### src/shared/sto_pkg.sv
// package: constants and types shared by both ends of the torque-cut link
package sto_pkg;

  // clock period in picoseconds (250 MHz)
  localparam int unsigned CLOCK_PERIOD_PS = 4000;

  // longest diagnostic open pulse the far end may apply, in microseconds
  localparam int unsigned TEST_PULSE_US = 1000;
  // cycles covering one test pulse; a filter must outlast it
  localparam int unsigned TEST_PULSE_CYCLES =
    (TEST_PULSE_US * 1000000) / CLOCK_PERIOD_PS;
  // open must persist one cycle past the longest test pulse to count
  localparam int unsigned OPEN_FILTER_CYCLES = TEST_PULSE_CYCLES + 1;

  // alarm code reported by the timing check
  localparam logic [7:0] CUT_TIMING_ALARM_CODE = 8'h63;

  // reset values
  localparam logic INPUT_RESET_LEVEL    = 1'b0;
  localparam logic FEEDBACK_RESET_LEVEL = 1'b1;

  // far-end sequencer states
  typedef enum logic [3:0] {
    STO_CTL_CUT     = 4'h1,
    STO_CTL_ARMED   = 4'h2,
    STO_CTL_RUN     = 4'h4,
    STO_CTL_STOPPING = 4'h8
  } sto_ctl_state_t;

endpackage : sto_pkg

### src/shared/sto_link_if.sv
// interface: the two cut inputs and the two feedback contacts
`timescale 1ns/10ps
interface sto_link_if;
  // high means the contact between the input and its common is closed
  logic torque_cut_input_a;
  logic torque_cut_input_b;
  // high means the feedback contact to cut_feedback_common is closed
  logic cut_feedback_a;
  logic cut_feedback_b;

  modport device_end (
    input  torque_cut_input_a,
    input  torque_cut_input_b,
    output cut_feedback_a,
    output cut_feedback_b
  );

  modport control_end (
    output torque_cut_input_a,
    output torque_cut_input_b,
    input  cut_feedback_a,
    input  cut_feedback_b
  );
endinterface : sto_link_if

### src/core/sto_device.sv
// device end: filters cut inputs, drives feedback, gates base drive
`timescale 1ns/10ps

// Overview of operation
// open input requests cut, closed permits drive
// feedback a closed exactly while input a open
// feedback b closed exactly while input b open
// series feedback conducts only with both open
// base drive released only with both closed
// far end keeps test pulses within 1 ms
// open while running: dynamic brake, alarm
// far end opens inputs after motor stops
// far end opens both inputs together
// safety unit release needs pulsed release inputs
// controller asserts safety outputs after stop
// emergency open while rotating: stop, alarm
// ignore open pulses within test pulse time
// running means base driving and speed nonzero
module sto_device
  import sto_pkg::*;
(
  input  wire logic        clock,
  input  wire logic        reset_n,
  sto_link_if.device_end   link,
  input  wire logic        motor_speed_nonzero,
  input  wire logic        alarm_clear,
  output logic             base_drive_enable,
  output logic             dynamic_brake,
  output logic             cut_timing_alarm,
  output logic [7:0]       alarm_code,
  output logic             channel_a_open,
  output logic             channel_b_open
);

  localparam int unsigned CW = $clog2(OPEN_FILTER_CYCLES + 1);
  localparam logic [CW-1:0] FILTER_END = CW'(OPEN_FILTER_CYCLES);

  logic [1:0] raw_in;
  logic [1:0] sync1;
  logic [1:0] sync2;
  logic [1:0] sync3;
  logic [1:0] open_filt;
  logic [1:0] fb_q;

  assign raw_in = {link.torque_cut_input_b, link.torque_cut_input_a};

  ////////////////////////////////////////////////////////////////////////////
  // either channel asking for the cut; shared by drive, alarm and brake
  function automatic logic any_channel_open(input logic [1:0] chan);
    any_channel_open = |chan;
  endfunction : any_channel_open

  ////////////////////////////////////////////////////////////////////////////
  // input synchronisers; sync1 feeds only sync2
  // a change counts only once stages two and three agree, which keeps a
  // metastable first stage out of the filter
  always_ff @(posedge clock) begin
    if (!reset_n) begin
      sync1 <= {2{INPUT_RESET_LEVEL}};
      sync2 <= {2{INPUT_RESET_LEVEL}};
      sync3 <= {2{INPUT_RESET_LEVEL}};
    end else begin
      sync1 <= raw_in;
      sync2 <= sync1;
      sync3 <= sync2;
    end
  end

  ////////////////////////////////////////////////////////////////////////////
  // per-channel filter: opening must outlast the longest test pulse, so a
  // diagnostic pulse never drops the drive; closing acts at once, which
  // only lets the drive come back sooner
  // limitation: while stages two and three disagree the count holds, so a
  // one-cycle closed glitch neither restarts nor advances the filter
  genvar g;
  generate
    for (g = 0; g < 2; g++) begin : g_chan
      logic [CW-1:0] open_cnt;
      always_ff @(posedge clock) begin
        if (!reset_n) begin
          open_cnt     <= '0;
          open_filt[g] <= 1'b1;                       // reset in cut state
        end else if (sync2[g] == sync3[g]) begin
          if (sync3[g]) begin
            open_cnt     <= '0;
            open_filt[g] <= 1'b0;
          end else if (open_cnt >= FILTER_END - CW'(1)) begin
            open_filt[g] <= 1'b1;
          end else begin
            open_cnt <= open_cnt + CW'(1);
          end
        end
      end
    end
  endgenerate

  ////////////////////////////////////////////////////////////////////////////
  // feedback contacts, each follows its own channel only
  always_ff @(posedge clock) begin
    if (!reset_n) begin
      fb_q <= {2{FEEDBACK_RESET_LEVEL}};
    end else begin
      fb_q[0] <= open_filt[0];
      fb_q[1] <= open_filt[1];
    end
  end
  assign link.cut_feedback_a = fb_q[0];
  assign link.cut_feedback_b = fb_q[1];

  ////////////////////////////////////////////////////////////////////////////
  // status copies for the host side
  // they mirror the filtered state on the same edge as the feedback, so
  // the host sees exactly what the contacts report
  always_ff @(posedge clock) begin
    if (!reset_n) begin
      channel_a_open <= 1'b1;
      channel_b_open <= 1'b1;
    end else begin
      channel_a_open <= open_filt[0];
      channel_b_open <= open_filt[1];
    end
  end

  ////////////////////////////////////////////////////////////////////////////
  // base drive: released only with both channels closed and no alarm;
  // the alarm latches so a running cut cannot silently restart
  always_ff @(posedge clock) begin
    if (!reset_n) begin
      base_drive_enable <= 1'b0;
    end else begin
      base_drive_enable <= ~any_channel_open(open_filt)
                           & ~cut_timing_alarm;
    end
  end

  ////////////////////////////////////////////////////////////////////////////
  // timing check: any cut request while driving a moving motor
  // limitation: speed is seen only as zero or not, so any nonzero speed
  // with base drive on counts as running; a raised alarm wins over a clear
  logic running;
  assign running = base_drive_enable & motor_speed_nonzero;

  always_ff @(posedge clock) begin
    if (!reset_n) begin
      cut_timing_alarm <= 1'b0;
      alarm_code       <= 8'h00;
    end else if (running && any_channel_open(open_filt)) begin
      cut_timing_alarm <= 1'b1;
      alarm_code       <= CUT_TIMING_ALARM_CODE;
    end else if (alarm_clear && any_channel_open(open_filt)) begin
      // clear only while cut is held, so the drive stays off meanwhile
      cut_timing_alarm <= 1'b0;
      alarm_code       <= 8'h00;
    end
  end

  ////////////////////////////////////////////////////////////////////////////
  // dynamic brake: category zero stop while cut and motor still moving
  always_ff @(posedge clock) begin
    if (!reset_n) begin
      dynamic_brake <= 1'b0;
    end else begin
      dynamic_brake <= (any_channel_open(open_filt) | cut_timing_alarm)
                       & motor_speed_nonzero;
    end
  end

endmodule : sto_device

### src/flat_wrapper.sv
// flat-port wrapper written by rule: the top's interface ports become plain ports
module sto_device_flat import sto_pkg::*;
  (clock, reset_n, motor_speed_nonzero, alarm_clear, base_drive_enable, dynamic_brake, cut_timing_alarm, alarm_code, channel_a_open, channel_b_open, link_torque_cut_input_a, link_torque_cut_input_b, link_cut_feedback_a, link_cut_feedback_b);
  sto_link_if link_i ();
  input  wire logic clock;
  input  wire logic reset_n;
  input  wire logic motor_speed_nonzero;
  input  wire logic alarm_clear;
  output logic base_drive_enable;
  output logic dynamic_brake;
  output logic cut_timing_alarm;
  output logic [7:0] alarm_code;
  output logic channel_a_open;
  output logic channel_b_open;
  input wire logic [$bits(link_i.torque_cut_input_a)-1:0] link_torque_cut_input_a;
  input wire logic [$bits(link_i.torque_cut_input_b)-1:0] link_torque_cut_input_b;
  output wire logic [$bits(link_i.cut_feedback_a)-1:0] link_cut_feedback_a;
  output wire logic [$bits(link_i.cut_feedback_b)-1:0] link_cut_feedback_b;
  assign link_i.torque_cut_input_a = link_torque_cut_input_a;
  assign link_i.torque_cut_input_b = link_torque_cut_input_b;
  assign link_cut_feedback_a = link_i.cut_feedback_a;
  assign link_cut_feedback_b = link_i.cut_feedback_b;
  sto_device u_core (.clock(clock), .reset_n(reset_n), .link(link_i), .motor_speed_nonzero(motor_speed_nonzero), .alarm_clear(alarm_clear), .base_drive_enable(base_drive_enable), .dynamic_brake(dynamic_brake), .cut_timing_alarm(cut_timing_alarm), .alarm_code(alarm_code), .channel_a_open(channel_a_open), .channel_b_open(channel_b_open));
endmodule
### config.mk
export PLATFORM = sky130hd
export DESIGN_NAME = sto_device_flat
export DESIGN_NICKNAME = d
export VERILOG_FILES = /design/src/shared/sto_pkg.sv /design/src/shared/sto_link_if.sv /design/src/core/sto_device.sv /design/src/flat_wrapper.sv
export SDC_FILE = /design/constraint.sdc
export NUM_CORES = 1
export LEC_CHECK = 0
export BUFFER_PORTS_ARGS = -buffer_cell sky130_fd_sc_hd__buf_2
export CAP_MARGIN = 15
export CORE_UTILIZATION = 54
export DETAILED_ROUTE_END_ITERATION = 7
export GPL_TIMING_DRIVEN = 0
export PLACE_DENSITY = 0.81
export SLEW_MARGIN = 20
export SYNTH_ARGS = -nofsm -noshare
export SYNTH_HDL_FRONTEND = slang
export SYNTH_SLANG_ARGS = --single-unit
### constraint.sdc
create_clock -name clock -period 1.75 [get_ports clock]
set_clock_uncertainty 0.15 [all_clocks]
set_input_delay 0.0875 -clock clock [delete_from_list [all_inputs] [get_ports clock]]
set_output_delay 0.0875 -clock clock [all_outputs]
set_load 0.1 [all_outputs]
==> run summary <==
A synthesized cell averages about 8.6 um2. The number of antenna diodes in the final layout is 0. The number of warnings printed during yosys synthesis is 0.

The power per cell area came out at ~560 nW/um2. The worst-path maximum fanout is 5. Entering global routing, the biggest net connects 15 pins. After detailed routing, the number of vias per cell comes to 6.83. In this run the number of H-tree levels came out at 2. The required time at the worst-slack endpoint is 1.79 ns. The placer congestion estimate is 0.930. In the global route stage, overall resource usage came out at 0.277.

The part of the power in combinational logic is 0.113. Derived from the worst setup path, the maximum achievable clock frequency is 500 MHz. The final-report max-slew violation count is 0. The floorplan step defined a die boundary enclosing 5230 um2. The flow ran to the end, but the final reports show violations.

The clock slew at the register clock pins of the worst setup and hold paths is roughly 0.09 ns. The TritonCTS buffer count came out at 5. For this design the total switching power over the nets is 581 uW.

The largest area contributor in the netlist is dfxtp_1. The normalized max-slew margin is 0.626. The number of antenna violations at the first check in global routing is 0. The area overhead of the layout relative to synthesis is 35.8%. The via count of the first global-routing pass is 2361.

The number of buffers on the longest clock path came out at 2. The worst hold slack came out at between 0.05 and 0.06 ns. Setup repair after global routing could not meet its margin everywhere.

The initial cell density of the core is 0.562. The final layout contains routed wiring with a total length of 8400 um. The checks that failed: setup timing. The start-to-end type of the worst setup path is reg -> reg. The floorplan has 25 rows. The least setup slack across all paths after layout came out at -0.249 ns. Of the total power, the share spent switching nets is 0.284. The layout filler cell count came out at 297. The total grt overflow came out at 0. The class of the most critical hold timing path is in -> reg. The post-synth design cell area is 2670 um2.

The count of input and output buffers is 16. The internal power of the cells totals 1470 uW. The fraction of the yosys area taken by sequential cells came out at 0.367. The share of synthesized area in the top cell type comes to 0.367.

The net count of the finished layout is about 370. The total area inside the core boundary comes to 4750 um2. The count of unresolved DRC violations after routing is 0. Setup violations remaining at the end of the flow were counted as 26. The share of cells above drive strength 1 is 0.448.

Of the total power, registers draw 0.560. The later pin in the worst-skew pair is clocked with a latency of 0.31 ns. Yosys mapped the design onto 48 distinct sky130hd cell types. The chip width is about 72 um. In this run, synthesis produced a sequential element count of just under 50. The reported leakage power came out at 0.00129 uW. The post-layout minimum cycle time came out at approximately 2 ns. The remaining number of nets flagged by the antenna check after routing came out at 0. For the pin with the worst max-slew slack, the measured transition is 0.558 ns. The height of the chip came out at a little over 70 um. The cell sitting at the root of the clock tree is a clkbuf_8. The fraction of power consumed by the clock network came out at 0.327. The number of DRC violations after detailed-routing iteration 0 is 401.

The via count came out at 2929. The worst setup path is captured at a flop. The tree built by TritonCTS fans out to 49 sinks.

At the placement stage, the worst setup path has a slack of -0.340 ns. By area the synthesized netlist is led by dfxtp_1 37%, nand2_1 3.8%, nand3_1 3.7%. The I/O pin count is 21. The final number of hold-violating endpoints came to 0. After technology mapping, the gate count stands at about 300. TritonCTS built the clock tree. The total negative slack is -1.83 ns. The routed length per placed instance came out at 19.6 um.

The signal arrival time at the worst endpoint came out at 2.04 ns. The total of max-cap violations came out at 0. The global-route wire length before repair is 11300 um. The kind of start point of the critical path is a flop. The number of iterations in the first detailed-routing pass is 6.

The sum of net half-perimeters after detailed placement is 4390 um. VDD sags by at most 0.455 mV. The share of the cycle needed by the critical path after routing came out at 1.14.
==> Yosys cell counts, drive strengths merged <==
cell type  count
dfxtp         49
nand2         27
nand3         20
a21oi         19
buf           17
o31ai         15
or4           12
and2          11
o211ai        11
clkbuf         9
nand4          9
and4           8
inv            8
mux2i          8
nor3           8
nor4           8
o21ai          8
or2            7
nor2           6
o2111ai        6
nand2b         5
and3           4
ha             4
a31oi          3
nand4b         3
o32ai          3
or3            3
a311o          2
a311oi         2
o221a          2
o311ai         2
a2111o         1
a221oi         1
a22o           1
a31o           1
conb           1
nor2b          1
o21a           1
o311a          1
o41ai          1
or4b           1
==> metal layers <==
layer / GRT usage / vias to the layer above / wire length (um)
li1: - / 1298 / -
met1: 0.384 / 1383 / 3500
met2: 0.431 / 205 / 3780
met3: 0.0514 / 43 / 839
met4: 0.0980 / 0 / 273
met5: 0 / - / 0
==> per-stage QoR <==
step	area, um2	std cells	total power (uW)	util
3_3_place_gp	2870	395	1370	0.603
5_1_grt	3630	429	2110	0.763
6_report	3630	429	2050	0.763
2_1_floorplan	2700	312	1330	-
4_1_cts	3260	418	2030	0.686
3_5_place_dp	2870	395	1380	0.603
==> power groups by stage <==
stage	Sequential [uW]	Clock (uW)	Combinational, uW
detailed placement	1180	0	195
global route	1150	710	247
global placement	1180	0	190
CTS	1150	668	212
floorplan	1190	0	143
finish	1150	669	231
==> repair_timing <==
action	CTS	global route
hold endpoints to repair	4	0
cloned	0	3
setup endpoints to repair	36	34
pin swaps	19	17
resized for setup	61	79
hold buffers	4	0
setup buffers	13	8
==> path summary, 6_finish.rpt <==
check,startpoint,to,slack (ns),cells after the start
setup / recovery,u_core.g_chan[1].open_cnt[6]$_SDFFE_PN0P_,u_core.g_chan[1].open_cnt[4]$_SDFFE_PN0P_,-0.25,6
hold / removal,reset_n,u_core.g_chan[0].open_cnt[16]$_SDFFE_PN0P_,0.05,4
hold reg to reg,u_core.sync1[0]$_SDFF_PN0_,u_core.sync2[0]$_SDFF_PN0_,0.29,1
setup reg to reg,u_core.g_chan[1].open_cnt[6]$_SDFFE_PN0P_,u_core.g_chan[1].open_cnt[4]$_SDFFE_PN0P_,-0.25,6
==> placed cells by master, fill, tap and decap left out, types with 3 or more instances in the layout <==
cell and n:
and3_2 3, or2_2 6, o21ai_1 3, and4_1 6, buf_4 30, nor3_2 3
buf_6 10, nand4_1 8, nor4_4 6, clkbuf_8 6, dlygate4sd3_1 4, mux2i_1 8
nand2_1 22, nand3_1 16, o31ai_2 7, clkbuf_1 4, and2_1 11, nand3_2 4
or4_1 8, o2111ai_1 5, conb_1 4, o211ai_1 11, nand2_2 3, o31ai_1 6
a31oi_1 3, o21ai_0 4, dfxtp_2 18, buf_2 17, or4_4 4, dfxtp_4 12
nor3_1 4, dfxtp_1 19, a21oi_1 17, nor2_1 5, nand2b_1 5, inv_1 8
nand4b_1 3
==> area by class of cell <==
class	count	area, um2	area share
multi-input combinational	229	1840	0.508
sequential	49	1050	0.289
timing repair buffer	44	333	0.0918
buffer	24	205	0.0566
tap	67	83.8	0.0231
clock buffer	6	72.6	0.0200
inverter	8	30.0	0.00828
clock inverter	2	10.0	0.00276
==> cell families (layout without fill, tap and decap cells) <==
kind of cell	Yosys count	in the layout	share of synthesized area
AND/OR/NAND/NOR	133	133	0.287
AO/OA/AOI/OAI	80	80	0.226
flip-flops	49	49	0.367
buffers and inverters	34	84	0.0698
multiplexers	8	8	0.0300
adder cells (fa/ha/maj)	4	4	0.0187
other	1	4	0.00140
==> state kept, by name (all words and copies together) (netlist names) <==
| register | count |
|---|---|
| u_core.fb_q | 1 |
| u_core.alarm_code | 1 |
| u_core.sync1 | 2 |
| u_core.g_chan.open_cnt | 36 |
| u_core.sync3 | 2 |
| u_core.channel_b_open | 1 |
| u_core.base_drive_enable | 1 |
| u_core.sync2 | 2 |
| u_core.open_filt | 2 |
| u_core.dynamic_brake | 1 |
==> worst max-delay path: stages, from the launching register on <==
cell and delay (ns):
dfxtp_4 0.36, o31ai_4 0.34, a311oi_4 0.20, buf_4 0.20, buf_6 0.14, o31ai_1 0.39, a21oi_2 0.10
No activity file was read; power rests on OpenSTA's default activity.
